`config.mk`:
```
export PLATFORM = sky130hd
export DESIGN_NAME = parallel_master_port_control
export DESIGN_NICKNAME = d
export VERILOG_FILES = /design/src/rtl/pmp_ctrl_pkg.sv /design/src/rtl/pin_polarity.sv /design/src/rtl/parallel_master_port_control.sv
export VERILOG_INCLUDE_DIRS = /design/src /design/src/rtl
export SDC_FILE = /design/constraint.sdc
export NUM_CORES = 1
export LEC_CHECK = 0
export ABC_AREA = 1
export BUFFER_PORTS_ARGS = -buffer_cell sky130_fd_sc_hd__buf_2
export CELL_PAD_IN_SITES_DETAIL_PLACEMENT = 2
export CELL_PAD_IN_SITES_GLOBAL_PLACEMENT = 2
export CORE_ASPECT_RATIO = 0.8
export CORE_MARGIN = 1.5
export CORE_UTILIZATION = 24
export DETAILED_ROUTE_END_ITERATION = 7
export HOLD_SLACK_MARGIN = 0.05
export PLACE_DENSITY_LB_ADDON = 0.1
export SLEW_MARGIN = 40
export SYNTH_ARGS = -nofsm -noshare
export SYNTH_HDL_FRONTEND = slang
export SYNTH_SLANG_ARGS = --single-unit
```
`constraint.sdc`:
```
create_clock -name clock -period 1.4 [get_ports clock]
set_clock_uncertainty 0.1 [all_clocks]
set_input_delay 0.14 -clock clock [delete_from_list [all_inputs] [get_ports clock]]
set_output_delay 0.14 -clock clock [all_outputs]
set_load 0.05 [all_outputs]
```
`src/rtl/pmp_ctrl_defs.svh`:
```
// Offsets, field positions and reset values of the parallel port control block.
`ifndef PMP_CTRL_DEFS_SVH
`define PMP_CTRL_DEFS_SVH
`define CTRL_ADDR        4'h0
`define STATUS_ADDR      4'h1
`define CTRL_RESET       16'h0000
`define CTRL_WMASK       16'hBFFF
`define BIT_PORT_EN      15
`define BIT_STOP_IDLE    13
`define BIT_MUX_HI       12
`define BIT_MUX_LO       11
`define BIT_BE_EN        10
`define BIT_WR_EN        9
`define BIT_RD_EN        8
`define BIT_CSF_HI       7
`define BIT_CSF_LO       6
`define BIT_ALP          5
`define BIT_SECOND_SELECT_POLARITY         4
`define BIT_CS1P         3
`define BIT_BEP          2
`define BIT_WRSP         1
`define BIT_RDSP         0
`endif

```
`src/rtl/pmp_ctrl_pkg.sv`:
```
// Types shared by the parallel port control block.
package pmp_ctrl_pkg;
    typedef enum logic [1:0] {
        MUX_SEPARATE = 2'b00,
        MUX_LOW_BYTE = 2'b01,
        MUX_FULL     = 2'b10,
        MUX_RESERVED = 2'b11
    } mux_mode_t;
    typedef enum logic [1:0] {
        CSF_ADDR_BOTH = 2'b00,
        CSF_CS2_ONLY  = 2'b01,
        CSF_CS_BOTH   = 2'b10,
        CSF_RESERVED  = 2'b11
    } cs_func_t;
endpackage

```
`src/rtl/pin_polarity.sv`:
```
// Applies a polarity bit to an active strobe, unless the pin is an address line.
`timescale 1ns/1ps
module pin_polarity (
    input  wire logic strobe_active,
    input  wire logic active_high,
    input  wire logic as_address,
    input  wire logic addr_bit,
    output logic      pin_level
);
    // Address lines carry the address bit and ignore polarity.
    always_comb begin
        if (as_address) begin
            pin_level = addr_bit;
        end else begin
            pin_level = active_high ? strobe_active : ~strobe_active;
        end
    end
endmodule

```
`src/rtl/parallel_master_port_control.sv`:
```
// Control register and pin configuration of the parallel master port.
`timescale 1ns/1ps
`include "pmp_ctrl_defs.svh"
module parallel_master_port_control
    import pmp_ctrl_pkg::*;
(
    input  wire logic        clock,
    input  wire logic        arst_n,
    input  wire logic [3:0]  reg_addr,
    input  wire logic [15:0] reg_wdata,
    input  wire logic        reg_wr,
    input  wire logic        reg_rd,
    output logic      [15:0] reg_rdata,
    input  wire logic        idle_mode,
    input  wire logic        xfer_cs1,
    input  wire logic        xfer_cs2,
    input  wire logic        xfer_latch_low,
    input  wire logic        xfer_latch_high,
    input  wire logic        xfer_wr,
    input  wire logic        xfer_rd,
    input  wire logic        xfer_be,
    input  wire logic        xfer_req,
    input  wire logic [15:0] xfer_addr,
    output logic             port_active,
    output logic             xfer_grant,
    output logic [1:0]       addr_data_mux_select,
    output logic             upper_addr_pins_en,
    output logic             chip_select_one,
    output logic             chip_select_two,
    output logic             addr_latch_low,
    output logic             addr_latch_high,
    output logic             write_strobe_out,
    output logic             write_strobe_oe,
    output logic             read_strobe_out,
    output logic             read_strobe_oe,
    output logic             byte_enable_out,
    output logic             byte_enable_oe
);
    // Control word, registered read data and the decoded pin roles.
    logic [15:0] ctrl_ff;
    logic [15:0] nxt_ctrl;
    logic [15:0] rdata_ff;
    logic [15:0] nxt_rdata;
    logic        run;
    logic        cs1_is_addr;
    logic        cs2_is_addr;
    logic        g;
    logic        cs1_lvl;
    logic        cs2_lvl;
    logic        all_lvl;
    logic        alh_lvl;
    cs_func_t    chip_select_function;

    // Writable fields update on a write strobe; bit 14 stays zero.
    always_comb begin
        nxt_ctrl  = ctrl_ff;
        nxt_rdata = 16'h0000;
        if (reg_wr && reg_addr == `CTRL_ADDR) begin
            nxt_ctrl = reg_wdata & `CTRL_WMASK;
        end
        if (reg_rd) begin
            case (reg_addr)
                `CTRL_ADDR:   nxt_rdata = ctrl_ff;
                `STATUS_ADDR: nxt_rdata = {15'h0000, run};
                default:      nxt_rdata = 16'h0000;
            endcase
        end
    end

    // Registers only; read data stands the cycle after the read strobe.
    always_ff @(posedge clock or negedge arst_n) begin
        if (!arst_n) begin
            ctrl_ff  <= `CTRL_RESET;
            rdata_ff <= 16'h0000;
        end else begin
            ctrl_ff  <= nxt_ctrl;
            rdata_ff <= nxt_rdata;
        end
    end
    assign reg_rdata = rdata_ff;

    // The port runs only when enabled and not stopped by idle.
    assign run = ctrl_ff[`BIT_PORT_EN]
               & ~(ctrl_ff[`BIT_STOP_IDLE] & idle_mode);
    assign port_active = run;
    assign xfer_grant  = run & xfer_req; // No access is granted while halted.
    assign g = run;

    // Mux layout; reserved code is left to software to avoid.
    assign addr_data_mux_select = ctrl_ff[`BIT_MUX_HI:`BIT_MUX_LO];
    assign upper_addr_pins_en = (ctrl_ff[`BIT_MUX_HI:`BIT_MUX_LO] != MUX_FULL);

    // Chip-select function decides which pins are address lines.
    assign chip_select_function = cs_func_t'(ctrl_ff[`BIT_CSF_HI:`BIT_CSF_LO]);
    assign cs1_is_addr = (chip_select_function != CSF_CS_BOTH);
    assign cs2_is_addr = (chip_select_function == CSF_ADDR_BOTH);

    // Gating by run keeps strobes inactive while disabled.
    pin_polarity u_cs1 (
        .strobe_active (g & xfer_cs1),
        .active_high   (ctrl_ff[`BIT_CS1P]),
        .as_address    (cs1_is_addr),
        .addr_bit      (chip_select_function == CSF_ADDR_BOTH ? xfer_addr[15] : xfer_addr[14]),
        .pin_level     (cs1_lvl)
    );
    pin_polarity u_cs2 (
        .strobe_active (g & xfer_cs2),
        .active_high   (ctrl_ff[`BIT_SECOND_SELECT_POLARITY]),
        .as_address    (cs2_is_addr),
        .addr_bit      (xfer_addr[14]),
        .pin_level     (cs2_lvl)
    );
    pin_polarity u_all (
        .strobe_active (g & xfer_latch_low),
        .active_high   (ctrl_ff[`BIT_ALP]),
        .as_address    (1'b0),
        .addr_bit      (1'b0),
        .pin_level     (all_lvl)
    );
    pin_polarity u_alh (
        .strobe_active (g & xfer_latch_high),
        .active_high   (ctrl_ff[`BIT_ALP]),
        .as_address    (1'b0),
        .addr_bit      (1'b0),
        .pin_level     (alh_lvl)
    );
    // Pin levels reach the ports unchanged.
    assign chip_select_one = cs1_lvl;
    assign chip_select_two = cs2_lvl;
    assign addr_latch_low  = all_lvl;
    assign addr_latch_high = alh_lvl;

    // Strobe pins drive only when their enable bit is set.
    assign write_strobe_oe  = ctrl_ff[`BIT_WR_EN];
    assign read_strobe_oe   = ctrl_ff[`BIT_RD_EN];
    assign byte_enable_oe   = ctrl_ff[`BIT_BE_EN];
    assign write_strobe_out = (g & xfer_wr) ~^ ctrl_ff[`BIT_WRSP];
    assign read_strobe_out  = (g & xfer_rd) ~^ ctrl_ff[`BIT_RDSP];
    assign byte_enable_out  = (g & xfer_be) ~^ ctrl_ff[`BIT_BEP];

    // Checks on what the block drives; the stimulus itself is never watched.
    a_disabled_quiet: assert property (@(posedge clock) disable iff (!arst_n)
        !ctrl_ff[`BIT_PORT_EN] |-> !xfer_grant) else $error("grant while disabled");
    a_idle_stop: assert property (@(posedge clock) disable iff (!arst_n)
        ctrl_ff[`BIT_STOP_IDLE] && idle_mode |-> !port_active) else $error("runs in idle");
    a_idle_run: assert property (@(posedge clock) disable iff (!arst_n)
        ctrl_ff[`BIT_PORT_EN] && !ctrl_ff[`BIT_STOP_IDLE] |-> port_active)
        else $error("stopped without cause");
    // Status reads report the running state of the cycle in which they were taken.
    a_status_read: assert property (@(posedge clock) disable iff (!arst_n)
        reg_rd && reg_addr == `STATUS_ADDR |=> reg_rdata == {15'h0000, $past(port_active)})
        else $error("status read wrong");
    // Layout and pin enables follow the control word.
    a_mux_upper: assert property (@(posedge clock) disable iff (!arst_n)
        addr_data_mux_select == 2'b10 |-> !upper_addr_pins_en) else $error("upper pins on");
    a_mux_split: assert property (@(posedge clock) disable iff (!arst_n)
        !addr_data_mux_select[1] |-> upper_addr_pins_en) else $error("upper pins off");
    a_write_enable: assert property (@(posedge clock) disable iff (!arst_n)
        reg_wr && reg_addr == `CTRL_ADDR |=> write_strobe_oe == $past(reg_wdata[`BIT_WR_EN]))
        else $error("write pin enable wrong");
    a_read_enable: assert property (@(posedge clock) disable iff (!arst_n)
        reg_wr && reg_addr == `CTRL_ADDR |=> read_strobe_oe == $past(reg_wdata[`BIT_RD_EN]))
        else $error("read pin enable wrong");
    a_be_enable: assert property (@(posedge clock) disable iff (!arst_n)
        reg_wr && reg_addr == `CTRL_ADDR |=> byte_enable_oe == $past(reg_wdata[`BIT_BE_EN]))
        else $error("byte pin enable wrong");
    // Select and latch pins: address lines ignore polarity, selects and latches honour it.
    a_cs_addr: assert property (@(posedge clock) disable iff (!arst_n)
        chip_select_function == CSF_ADDR_BOTH |-> chip_select_two == xfer_addr[14]
        && chip_select_one == xfer_addr[15]) else $error("address pin wrong");
    a_cs_single: assert property (@(posedge clock) disable iff (!arst_n)
        chip_select_function == CSF_CS2_ONLY |-> chip_select_one == xfer_addr[14])
        else $error("select one not on address");
    a_latch_pol: assert property (@(posedge clock) disable iff (!arst_n)
        !port_active |-> addr_latch_low == !ctrl_ff[`BIT_ALP]
        && addr_latch_high == !ctrl_ff[`BIT_ALP]) else $error("latch not inactive");
    a_latch_active: assert property (@(posedge clock) disable iff (!arst_n)
        port_active && xfer_latch_high |-> addr_latch_high == ctrl_ff[`BIT_ALP])
        else $error("latch not active");
    a_cs2_pol: assert property (@(posedge clock) disable iff (!arst_n)
        !port_active && chip_select_function == CSF_CS_BOTH |-> chip_select_two == !ctrl_ff[`BIT_SECOND_SELECT_POLARITY])
        else $error("select two not inactive");
    a_cs2_active: assert property (@(posedge clock) disable iff (!arst_n)
        port_active && chip_select_function == CSF_CS_BOTH && xfer_cs2 |-> chip_select_two == ctrl_ff[`BIT_SECOND_SELECT_POLARITY])
        else $error("select two not active");
    // Holding the select function steady keeps the address source fixed across the check.
    a_cs1_noeffect: assert property (@(posedge clock) disable iff (!arst_n)
        chip_select_function == CSF_CS2_ONLY && $stable(chip_select_function) && $changed(ctrl_ff[`BIT_CS1P])
        && $stable(xfer_addr) |-> $stable(chip_select_one))
        else $error("polarity moved address");
    // A stopped port leaves every strobe, and each select that is not an address line, at its inactive level.
    a_off_strobes: assert property (@(posedge clock) disable iff (!arst_n)
        !port_active |-> write_strobe_out == !ctrl_ff[`BIT_WRSP]
        && read_strobe_out == !ctrl_ff[`BIT_RDSP]) else $error("strobe active off");
    a_off_byte: assert property (@(posedge clock) disable iff (!arst_n)
        !port_active |-> byte_enable_out == !ctrl_ff[`BIT_BEP])
        else $error("byte enable active off");
    a_off_select: assert property (@(posedge clock) disable iff (!arst_n)
        !port_active && chip_select_function == CSF_CS_BOTH |-> chip_select_one == !ctrl_ff[`BIT_CS1P])
        else $error("select one not inactive");

    // Covers for the main scenarios.
    c_grant: cover property (@(posedge clock) disable iff (!arst_n) xfer_grant);
    c_idle_halt: cover property (@(posedge clock) disable iff (!arst_n)
        ctrl_ff[`BIT_PORT_EN] && idle_mode && !port_active);
    c_cs_both: cover property (@(posedge clock) disable iff (!arst_n)
        chip_select_function == CSF_CS_BOTH && port_active);
    c_low_byte: cover property (@(posedge clock) disable iff (!arst_n)
        addr_data_mux_select == 2'b01 && xfer_grant);
    c_cs_single: cover property (@(posedge clock) disable iff (!arst_n)
        chip_select_function == CSF_CS2_ONLY && $changed(ctrl_ff[`BIT_CS1P]));
endmodule

```
After elaboration in Yosys (flattened, before gate mapping)
Index checks and enable logic that the tools add are counted.
{ "op_classes": {"n_eq_ne": 3, "n_reduce_logical": 3, "bitwise_logic": 18, "muxes": 9} }
{ "op_table": {"columns": ["operator", "count"], "rows": [
  ["$pmux 16 s2", 1],
  ["$mux 16", 1],
  ["$and 1x1->1", 10],
  ["$mux 1", 7],
  ["$not 1->1", 5],
  ["$eq 4x1->1 const B", 1],
  ["$logic_not 4->1", 1],
  ["$ne 2x2->1 const B", 2],
  ["$xnor 1x1->1", 3],
  ["$logic_not 2->1", 1],
  ["$logic_and 1x1->1", 1]
]} }
{ "word_totals": {"word_cells": 35, "out_inout_bits": 31, "register_bits": 31} }

Longest topological paths before layout
Gate-level depths: netlist (run 1).
{ "logic_depth": {"depth_word": 7, "mapped_depth": 6} }

Hierarchy
From an unflattened synthesis (run 1), not the netlist that was laid out.
{ "unflattened": {"hier_cells": 190, "hier_area_um2": 1485.2} }
{ "modules_own_cells": {"columns": ["mod", "instances", "cells_per_inst", "area_each_um2"], "rows": [
  ["parallel_master_port_control", 1, 158, 1360.1],
  ["pin_polarity", 4, 8, 31.3]
]} }

Least setup slack after synthesis (run 1)
OpenSTA, ideal clock, no wires.
{ "synth_timing": {"path_kind": "reg-to-output", "start": "reg ctrl_ff[13]", "end": "out addr_latch_high", "required_time_ns": 1.160, "stages_incl_launch_ff": 5, "arrival_ns": 1.520, "path_buffers": 0, "setup_slack_ns": -0.360, "cell_sequence": "dfrtp_1 -> nand2_1 -> nand2_1 -> nor2_1 -> xor2_1"} }
{ "synth_between": {"elab_chain_cells": 6} }
{ "synth_lines": {"columns": ["item", "line_no", "rtl"], "rows": [
  ["from (decl)", "parallel_master_port_control.sv:40", "logic [15:0] ctrl_ff;"],
  ["from (signal assigned)", "parallel_master_port_control.sv:73", "ctrl_ff <= `CTRL_RESET;"],
  ["from (signal assigned)", "parallel_master_port_control.sv:76", "ctrl_ff <= nxt_ctrl;"],
  ["$and 1x1->1 (*)", "parallel_master_port_control.sv:84", "& ~(ctrl_ff[`BIT_STOP_IDLE] & idle_mode);"],
  ["$not 1->1 (*)", "parallel_master_port_control.sv:84", null],
  ["$and 1x1->1 (*)", "parallel_master_port_control.sv:83", "assign run = ctrl_ff[`BIT_PORT_EN]"],
  ["$and 1x1->1 (*)", "parallel_master_port_control.sv:121", ".strobe_active (g & xfer_latch_high),"],
  ["$not 1->1", "pin_polarity.sv:15", "pin_level = active_high ? strobe_active : ~strobe_active;"],
  ["$mux 1 (*)", "pin_polarity.sv:15", null],
  ["to (decl)", "parallel_master_port_control.sv:31", "output logic addr_latch_high,"]
]} }
Mark *: on every way between the ends. The rest lies on a longest branch, timed or not.

Final worst setup path (run 1)
Same ends and word-level chain as after synthesis.

==> results of run 1 <==
power groups by stage:
stage / clock [mW] / combinational, mW / sequential, mW
3_5_place_dp: 0 / 1.25 / 1.05
4_1_cts: 0.672 / 1.47 / 1.04
6_report: 0.645 / 1.49 / 1.04
3_3_place_gp: 0 / 1.22 / 1.04
2_1_floorplan: 0 / 0.854 / 1.14
5_1_grt: 0.710 / 1.60 / 1.05
cell usage after synthesis (2+ instances only):
master    n  area [um2]
dfrtp_1  30         751
inv_1    25        93.8
nor2_1   21        78.8
nand2_2  15        93.8
o21ai_2  15         131
nand2_1  10        37.5
xor2_1    5        43.8
nand3_1   4        20.0
nand4_1   4        25.0
buf_4     3        22.5
buf_12    2        40.0
nor2_4    2        22.5
through the flow:
step                utilization, %  cell area [um2]  setup WS [ps]  TNS (ps)  power (mW)
finish                        42.0             2360           -302     -2160        3.17
detailed placement            35.0             1970           -177      -726        2.30
global placement              35.0             1970           -141      -546        2.26
global route                  42.0             2360           -382     -2940        3.36
CTS                           41.4             2320           -305     -2210        3.17
floorplan                        -             1540          -83.0      -332        1.99
kinds of logic (layout without fill, tap and decap cells):
| logic type | Yosys count | in the layout |
|---|---|---|
| and+or+nand+nor | 59 | 59 |
| buffers and inverters | 32 | 122 |
| DFF | 30 | 30 |
| AOI/OAI and AO/OA | 17 | 17 |
| xor gates and xnor gates | 5 | 5 |
| other | 1 | 1 |
final cells by class:
class                           instances  area, um2  area share, %
Tap cell                               78       97.6           4.14
Clock buffer                            5       68.8           2.92
Inverter                               25       93.8           3.98
Clock inverter                          2       10.0          0.425
Sequential cell                        30        751           31.9
Multi-Input combinational cell         82        673           28.6
Timing Repair Buffer                   90        662           28.1
worst paths after layout:
check,end,start,cells past startpoint
worst min register to register,reg_rdata[8],ctrl_ff[8],2
max in group asynchronous,reg_rdata[8],arst_n,3
worst max register to register,ctrl_ff[5],ctrl_ff[5],3
worst min-delay path,reg_rdata[0],reg_rd,3
worst max-delay path,addr_latch_high,ctrl_ff[13],6
min in group asynchronous,ctrl_ff[5],arst_n,2
worst max-delay path, cell delays in order, from the launching register on:
cell	delay, ps
dfrtp_1	400
nand2_2	140
nand2_8	100
nor2_2	110
buf_6	120
xor2_4	140
buf_6	170
metal layers:
layer  up-vias  part of all wire [%]
li1        608                     -
met3         3                   4.8
met5         -                     0
met2        30                    54
met4         0                  0.71
met1       614                    41
sequential cells by signal, summed over array words and instances, names as in the netlist:
register and cells:
ctrl_ff 15, reg_rdata 15
what timing repair did:
item | CTS | global route
setup endpoints to repair | 9 | 9
endpoints found under the hold margin | 45 | 0
buffers inserted | 3 | 2
pin swaps | 1 | 7
hold buffers | 16 | 0
gates resized for setup | 29 | 13
==> results.yml, run 1 <==
floorplanning:
  core_um2: 5620
  io_pins: 80
  dieArea_um2: 6450
  die_h_um: 72.1
  num_rows: 24
  initial_core_util_pct: 25.5
  die_width_um: 89.4
global_route:
  met2_usage_pct: 23.5
  met1_usage_pct: 15.3
  grt_use_total_pct: 13.5
  grt_busiest_layer: "met2"
  grt-ovfl-total: 0
  antenna_found_initial: 0
  grt_pass1_wl_um: 6380
  grt_use_met3_pct: 3.87
  grt_max_degree: 30
  grt_pass1_vias: 1349
layout:
  mostFrequentLayoutCell: "buf_2"
  fill_cells: 604
  nets: 283
  mostFrequentLayoutCells: "buf_2 (54), dfrtp_1 (30), inv_1 (25), nand2_2 (18), dlygate4sd3_1 (16)"
  fin_cells: 312
  diodes: 0
  drive_above_1_share_pct: 57.3
  syn_to_final_growth_pct: 64.3
sta:
  fin_crit_ps: 1700
  setup_ws_ps: -302
  fmax_ghz: 0.588
  timing.final.crit_share_pct: 122
  finalSetupViolations: 9
  rsz0062_at_grt: "true"
  slew_viol_final: 0
  hold_viol_final: 0
  timing.hold.ws_ps: 81.7
detailed_routing:
  first_pass_iters: 2
  viasPerCell: 4.02
  ant_nets: 0
  drt_wl_total_um: 3820
  drt_iter0_markers: 40
  via_count: 1255
  drt-wirelength-per-cell_um: 12.3
  drc: 0
placed_design:
  dp.cells: 287
  dp_hpwl_um: 2860
  io_buffers: 63
  place.gp.congestion: 0.678
yosys:
  syn_area_per_cell_um2: 9.96
  syn-num-nets: 193
  synth_simple_gate_area_share_pct: 22.3
  yosys_register_bits: 30
  synth_flop_cell: "dfrtp_1"
  synthesis.area_um2: 1430
  ys_types: 20
  synthMuxAreaShare_pct: 0
  synth_fa_ha_area_share_pct: 0
  synth_edf_count: 0
  synth_top_family_by_area: "simple AND/OR/NAND/NOR gates"
  synth_xor_area_share_pct: 3.05
  yosys_warnings: 0
  synth-seq-area-share_pct: 52.4
  ys_async_sr_fraction_pct: 100
  synth_compound_area_share_pct: 10.0
  postSynthCellCount: 144
clock_tree:
  cts_tree: "yes"
  cts_sinks: 30
  worstSkewPairLatency_ps: 280
  cts_root_buf: "clkbuf_8"
  cts_buffers: 5
  clk_pin_slew_ps: 60
  cts.path.max_buffers: 2
  htreeDepth: 2
power_and_ir_drop:
  irDropWorstVdd_uv: 405
  pwr-share-seq_pct: 32.7
  powerDensity_nw_per_um2: 1350
  intPower_mw: 1.87
  leakagePower_nw: 1.22
  pwr-share-clk_pct: 20.3
  p_comb_share_pct: 46.9
  p_sw_share_pct: 41.2
  p_sw_mw: 1.31
worst_setup_path:
  worstPathRequired_ps: 1160
  crit_fanout: 8
  critPathCaptureType: "output port"
  crit_arrival_ps: 1460
  worst-setup-path-type: "reg -> out"
  startpoint_type: "flip-flop"
  rrSetupSlack_ps: 320
hold_path:
  min_path_type: "in -> reg"
run_status:
  outcome: "finished, violations left"
  violations: "negative setup slack"
job:
  maxCapViolCount: 0
(Power assumes the default switching activity.)
==> inputs of run 2 (changes only) <==
--- a/config.mk
+++ b/config.mk
@@ -11,7 +11,6 @@
 export CELL_PAD_IN_SITES_DETAIL_PLACEMENT = 2
 export CELL_PAD_IN_SITES_GLOBAL_PLACEMENT = 2
 export CORE_ASPECT_RATIO = 0.8
-export CORE_MARGIN = 1.5
 export CORE_UTILIZATION = 24
 export DETAILED_ROUTE_END_ITERATION = 7
 export HOLD_SLACK_MARGIN = 0.05
@@ -20,3 +19,4 @@
 export SYNTH_ARGS = -nofsm -noshare
 export SYNTH_HDL_FRONTEND = slang
 export SYNTH_SLANG_ARGS = --single-unit
+export TNS_END_PERCENT = 10
==> results.yml, run 2 (synthesis results as in run 1) <==
floorplanning:
  dieArea_um2: 6290
  io_pins: 80
  core_um2: 5620
  num_rows: 24
  initial_core_util_pct: 25.5
  die_h_um: 71.1
  die_width_um: 88.4
sta:
  hold_viol_final: 0
  finalSetupViolations: 9
  setup_ws_ps: -254
  fin_crit_ps: 1650
  slew_viol_final: 0
  fmax_ghz: 0.604
  timing.final.crit_share_pct: 118
  rsz0062_at_grt: "true"
detailed_routing:
  drt_wl_total_um: 4090
  viasPerCell: 4.07
  via_count: 1254
  ant_nets: 0
  drt_iter0_markers: 20
  drc: 0
  first_pass_iters: 2
  drt-wirelength-per-cell_um: 13.3
layout:
  diodes: 0
  fin_area_um2: 2320
  drive_above_1_share_pct: 54.8
  mostFrequentLayoutCell: "buf_2"
  nets: 279
  fill_cells: 614
  syn_to_final_growth_pct: 61.6
  mostFrequentLayoutCells: "buf_2 (54), dfrtp_1 (30), inv_1 (25), nand2_2 (16), dlygate4sd3_1 (16)"
power_and_ir_drop:
  irDropWorstVdd_uv: 506
  leakagePower_nw: 1.20
  powerDensity_nw_per_um2: 1360
worst_setup_path:
  crit_arrival_ps: 1410
  crit_fanout: 7
  critPathCaptureType: "output port"
  worstPathRequired_ps: 1160
  startpoint_type: "flip-flop"
  worst-setup-path-type: "reg -> out"
hold_path:
  min_path_type: "in -> reg"
run_status:
  violations: "negative setup slack"
  outcome: "finished, violations left"
global_route:
  antenna_found_initial: 0
  grt_pass1_wl_um: 6970
  grt_use_total_pct: 15.1
  grt_pass1_vias: 1493
  grt_max_degree: 17
  grt-ovfl-total: 0
placed_design:
  dp_hpwl_um: 3070
  io_buffers: 63
  place.gp.congestion: 0.713
  dp_slack_ps: -270
  dpl-instance-area_um2: 1970
clock_tree:
  cts_buffers: 5
  clk_pin_slew_ps: 60
  cts_sinks: 30
  cts_root_buf: "clkbuf_8"
  htreeDepth: 2
  cts.path.max_buffers: 2
  cts_tree: "yes"
  worstSkewPairLatency_ps: 280
job:
  maxCapViolCount: 0
run 2: cell count changes in the layout (fill, tap and decap cells not counted), sizes merged:
cell and change:
buf -4
run 2: final timing paths:
| check | startpoint | to | slack [ps] | cells past startpoint |
|---|---|---|---|---|
| max | ctrl_ff[13] | addr_latch_low | -250 | 5 |
| min | reg_rd | reg_rdata[0] | 80 | 3 |
| max reg2reg | ctrl_ff[5] | reg_rdata[5] | 320 | 3 |
| min reg2reg | ctrl_ff[10] | reg_rdata[10] | 440 | 2 |
| max in group asynchronous | arst_n | reg_rdata[12] | 420 | 3 |
| min in group asynchronous | arst_n | reg_rdata[1] | 210 | 2 |
run 2: stage by stage:
stage / std cells / hold WS, ps / TNS (ps) / power, mW / util (%)
5_1_grt: 308 / 90.2 / -2610 / 3.34 / 41.3
3_5_place_dp: 289 / -24.2 / -1170 / 2.30 / 35.1
6_report: 308 / 78.2 / -1830 / 3.15 / 41.3
3_3_place_gp: 289 / -28.3 / -853 / 2.26 / 35.1
2_1_floorplan: 144 / -256 / -523 / 1.98 / -
4_1_cts: 313 / 72.8 / -2130 / 3.17 / 41.0
run 2: area by class of cell:
cell class              instances  area (um2)  share of cell area (%)
clock buffers                   5        68.8                    2.97
clock inverters                 2        10.0                   0.432
inverters                      25        93.8                    4.05
multi-input cells              82         676                    29.2
flip-flops and latches         30         751                    32.4
well taps                      78        97.6                    4.21
repair buffers                 86         621                    26.8
run 2: worst max-delay path: stages, from the launching register on:
cell and delay, ps:
dfrtp_1 410, nand2_4 120, nand2_8 100, nor2_4 180, xor2_4 160, buf_6 170
run 2: report_power, final:
group / total (mW) / internal (mW) / switching, mW
registers: 1.04 / 0.977 / 0.0661
logic: 1.46 / 0.522 / 0.935
clock network: 0.653 / 0.333 / 0.320
total: 3.15 / 1.83 / 1.32
run 2: routing by layer:
layer  up-vias  track usage, %  wire length (um)
met5         -               0                 0
met4         0            5.91                55
met3         5            4.08               182
met2        34            27.3              2240
met1       616            16.8              1610
li1        599               -                 -
run 2: what timing repair did:
| action | 4_1_cts | 5_1_grt |
|---|---|---|
| setup buffers | 1 | 0 |
| hold buffers | 16 | 0 |
| gates resized for setup | 26 | 13 |
| pin swaps | 1 | 3 |
| endpoints found under the setup margin | 9 | 9 |
| endpoints found under the hold margin | 29 | 0 |
==> inputs of run 3 (changes only) <==
--- a/config.mk
+++ b/config.mk
@@ -11,10 +11,11 @@
 export CELL_PAD_IN_SITES_DETAIL_PLACEMENT = 2
 export CELL_PAD_IN_SITES_GLOBAL_PLACEMENT = 2
 export CORE_ASPECT_RATIO = 0.8
-export CORE_UTILIZATION = 24
+export CORE_UTILIZATION = 26
 export DETAILED_ROUTE_END_ITERATION = 7
 export HOLD_SLACK_MARGIN = 0.05
 export PLACE_DENSITY_LB_ADDON = 0.1
+export RECOVER_POWER = 100
 export SLEW_MARGIN = 40
 export SYNTH_ARGS = -nofsm -noshare
 export SYNTH_HDL_FRONTEND = slang
==> constraint.sdc (replaced) <==
create_clock -name clock -period 2.1 [get_ports clock]
set_clock_uncertainty 0.1 [all_clocks]
set_input_delay 0.21 -clock clock [delete_from_list [all_inputs] [get_ports clock]]
set_output_delay 0.21 -clock clock [all_outputs]
set_load 0.05 [all_outputs]
==> results.yml, run 3 (synthesis results as in run 1) <==
run_status:
  outcome: "complete, no violations"
power_and_ir_drop:
  powerDensity_nw_per_um2: 1030
  finalPower_mw: 1.97
  leakagePower_nw: 1.00
  irDropWorstVdd_uv: 346
worst_setup_path:
  rrSetupSlack_ps: 1040
  critPathLaunch: "ctrl_ff[13]"
  critPathCaptureType: "output port"
  worst-setup-path-type: "reg -> out"
  r2r-start: "ctrl_ff[13]"
  crit_fanout: 8
  worst_r2r_path_depth: 3
  crit_arrival_ps: 1610
  startpoint_type: "flip-flop"
  worstPathRequired_ps: 1790
  rr_endpoint: "reg_rdata[0]"
placed_design:
  dp_hpwl_um: 2800
  place.gp.congestion: 0.736
  io_buffers: 63
  dp.cells: 262
clock_tree:
  cts_sinks: 30
  cts_buffers: 5
  cts_root_buf: "clkbuf_8"
  worstSkewPairLatency_ps: 280
  postCtsSetupRepairBufs: 0
  htreeDepth: 2
  cts.path.max_buffers: 2
  cts_tree: "yes"
  clk_pin_slew_ps: 70
job:
  maxCapViolCount: 0
detailed_routing:
  drt_wl_total_um: 3960
  first_pass_iters: 2
  ant_nets: 0
  drt_iter0_markers: 14
  viasPerCell: 4.29
  drt-wirelength-per-cell_um: 13.9
  drc: 0
  via_count: 1218
global_route:
  grt_pass1_wl_um: 6200
  grt_pass1_vias: 1291
  grt_use_total_pct: 14.6
  grt_max_degree: 31
  grt-ovfl-total: 0
  antenna_found_initial: 0
sta:
  fmax_ghz: 0.521
  finalSetupTns_ps: 0
  timing.final.crit_share_pct: 91.4
  fin_crit_ps: 1920
  slew_viol_final: 0
  rsz0062_at_grt: "false"
  slew_headroom_pct: 40.1
  hold_viol_final: 0
  tightest_slew_ps: 896
  finalSetupViolations: 0
layout:
  nets: 270
  fin_cells: 284
  mostFrequentLayoutCells: "buf_2 (32), dfrtp_1 (30), inv_1 (25), nor2_1 (22), clkbuf_1 (22)"
  diodes: 0
  drive_above_1_share_pct: 31.1
  mostFrequentLayoutCell: "buf_2"
  syn_to_final_growth_pct: 33.2
  final_util_pct: 37.1
floorplanning:
  dieArea_um2: 5820
  core_um2: 5150
  die_width_um: 85.0
  initial_core_util_pct: 27.8
  io_pins: 80
  num_rows: 23
  die_h_um: 68.4
hold_path:
  holdPathStages: 3
  hold_path.startpoint: "reg_wdata[7]"
  holdPathEnd: "ctrl_ff[7]"
  min_path_type: "in -> reg"
## run 3: changes by cell type in the layout (fill, tap and decap cells not counted), moves of 6 or more
cell      change
clkbuf_1     +22
nand2_2       -9
buf_2        -22
nand2_1      +11
nor2_4        -6
buf_6         -8
clkbuf_2      +9
nor2_1        +7
## run 3: final cells by class
| type | instances | area, um2 |
|---|---|---|
| fill | 610 | 3240 |
| clock inverter | 3 | 40.0 |
| timing repair buffer | 77 | 428 |
| sequential | 30 | 751 |
| multi-input combinational | 82 | 450 |
| tap | 62 | 77.6 |
| clock buffer | 5 | 68.8 |
| inverter | 25 | 93.8 |
## run 3: worst max path at each step
| stage | endpoint | slack, ps | depth (start not counted) |
|---|---|---|---|
| after floorplan | addr_latch_high | 270 | 4 |
| after global placement | byte_enable_out | 450 | 5 |
| after detailed placement | addr_latch_low | 400 | 5 |
| after CTS | addr_latch_low | 60 | 5 |
| after global routing | addr_latch_high | 40 | 5 |
| final | addr_latch_low | 180 | 5 |
## run 3: power by group
| part | internal, mW | total (mW) | switching, mW |
|---|---|---|---|
| Sequential | 0.651 | 0.693 | 0.0421 |
| Clock | 0.349 | 0.583 | 0.234 |
| Combinational | 0.171 | 0.695 | 0.523 |
## run 3: worst max-delay path, cell delays in order, from the launching register on
cell and delay (ps):
dfrtp_1 380, nand2_1 160, nand2_2 160, nor2_1 150, xor2_1 170, clkbuf_2 300
## run 3: per-layer routing
| metal | share of wire, % | vias up | global-route usage (%) |
|---|---|---|---|
| met5 | 0 | - | 0 |
| met1 | 41 | 592 | 16.5 |
| met3 | 5.3 | 4 | 3.50 |
| li1 | - | 586 | - |
| met2 | 52 | 36 | 26.5 |
| met4 | 1.2 | 0 | 6.99 |
## run 3: repair_timing
item                                   in CTS  in global routing
endpoints found under the hold margin      43                  0
gates resized for setup                     0                  1
hold buffers                               14                  0
setup endpoints to repair                   0                  5
## run 3: metrics by stage
step	hold slack (ps)	setup slack (ps)	area [um2]
2_1_floorplan	-186	270	1430
3_3_place_gp	192	453	1750
3_5_place_dp	213	401	1750
4_1_cts	52.7	61.2	2000
5_1_grt	85.6	41.0	1910
6_report	68.0	181	1910
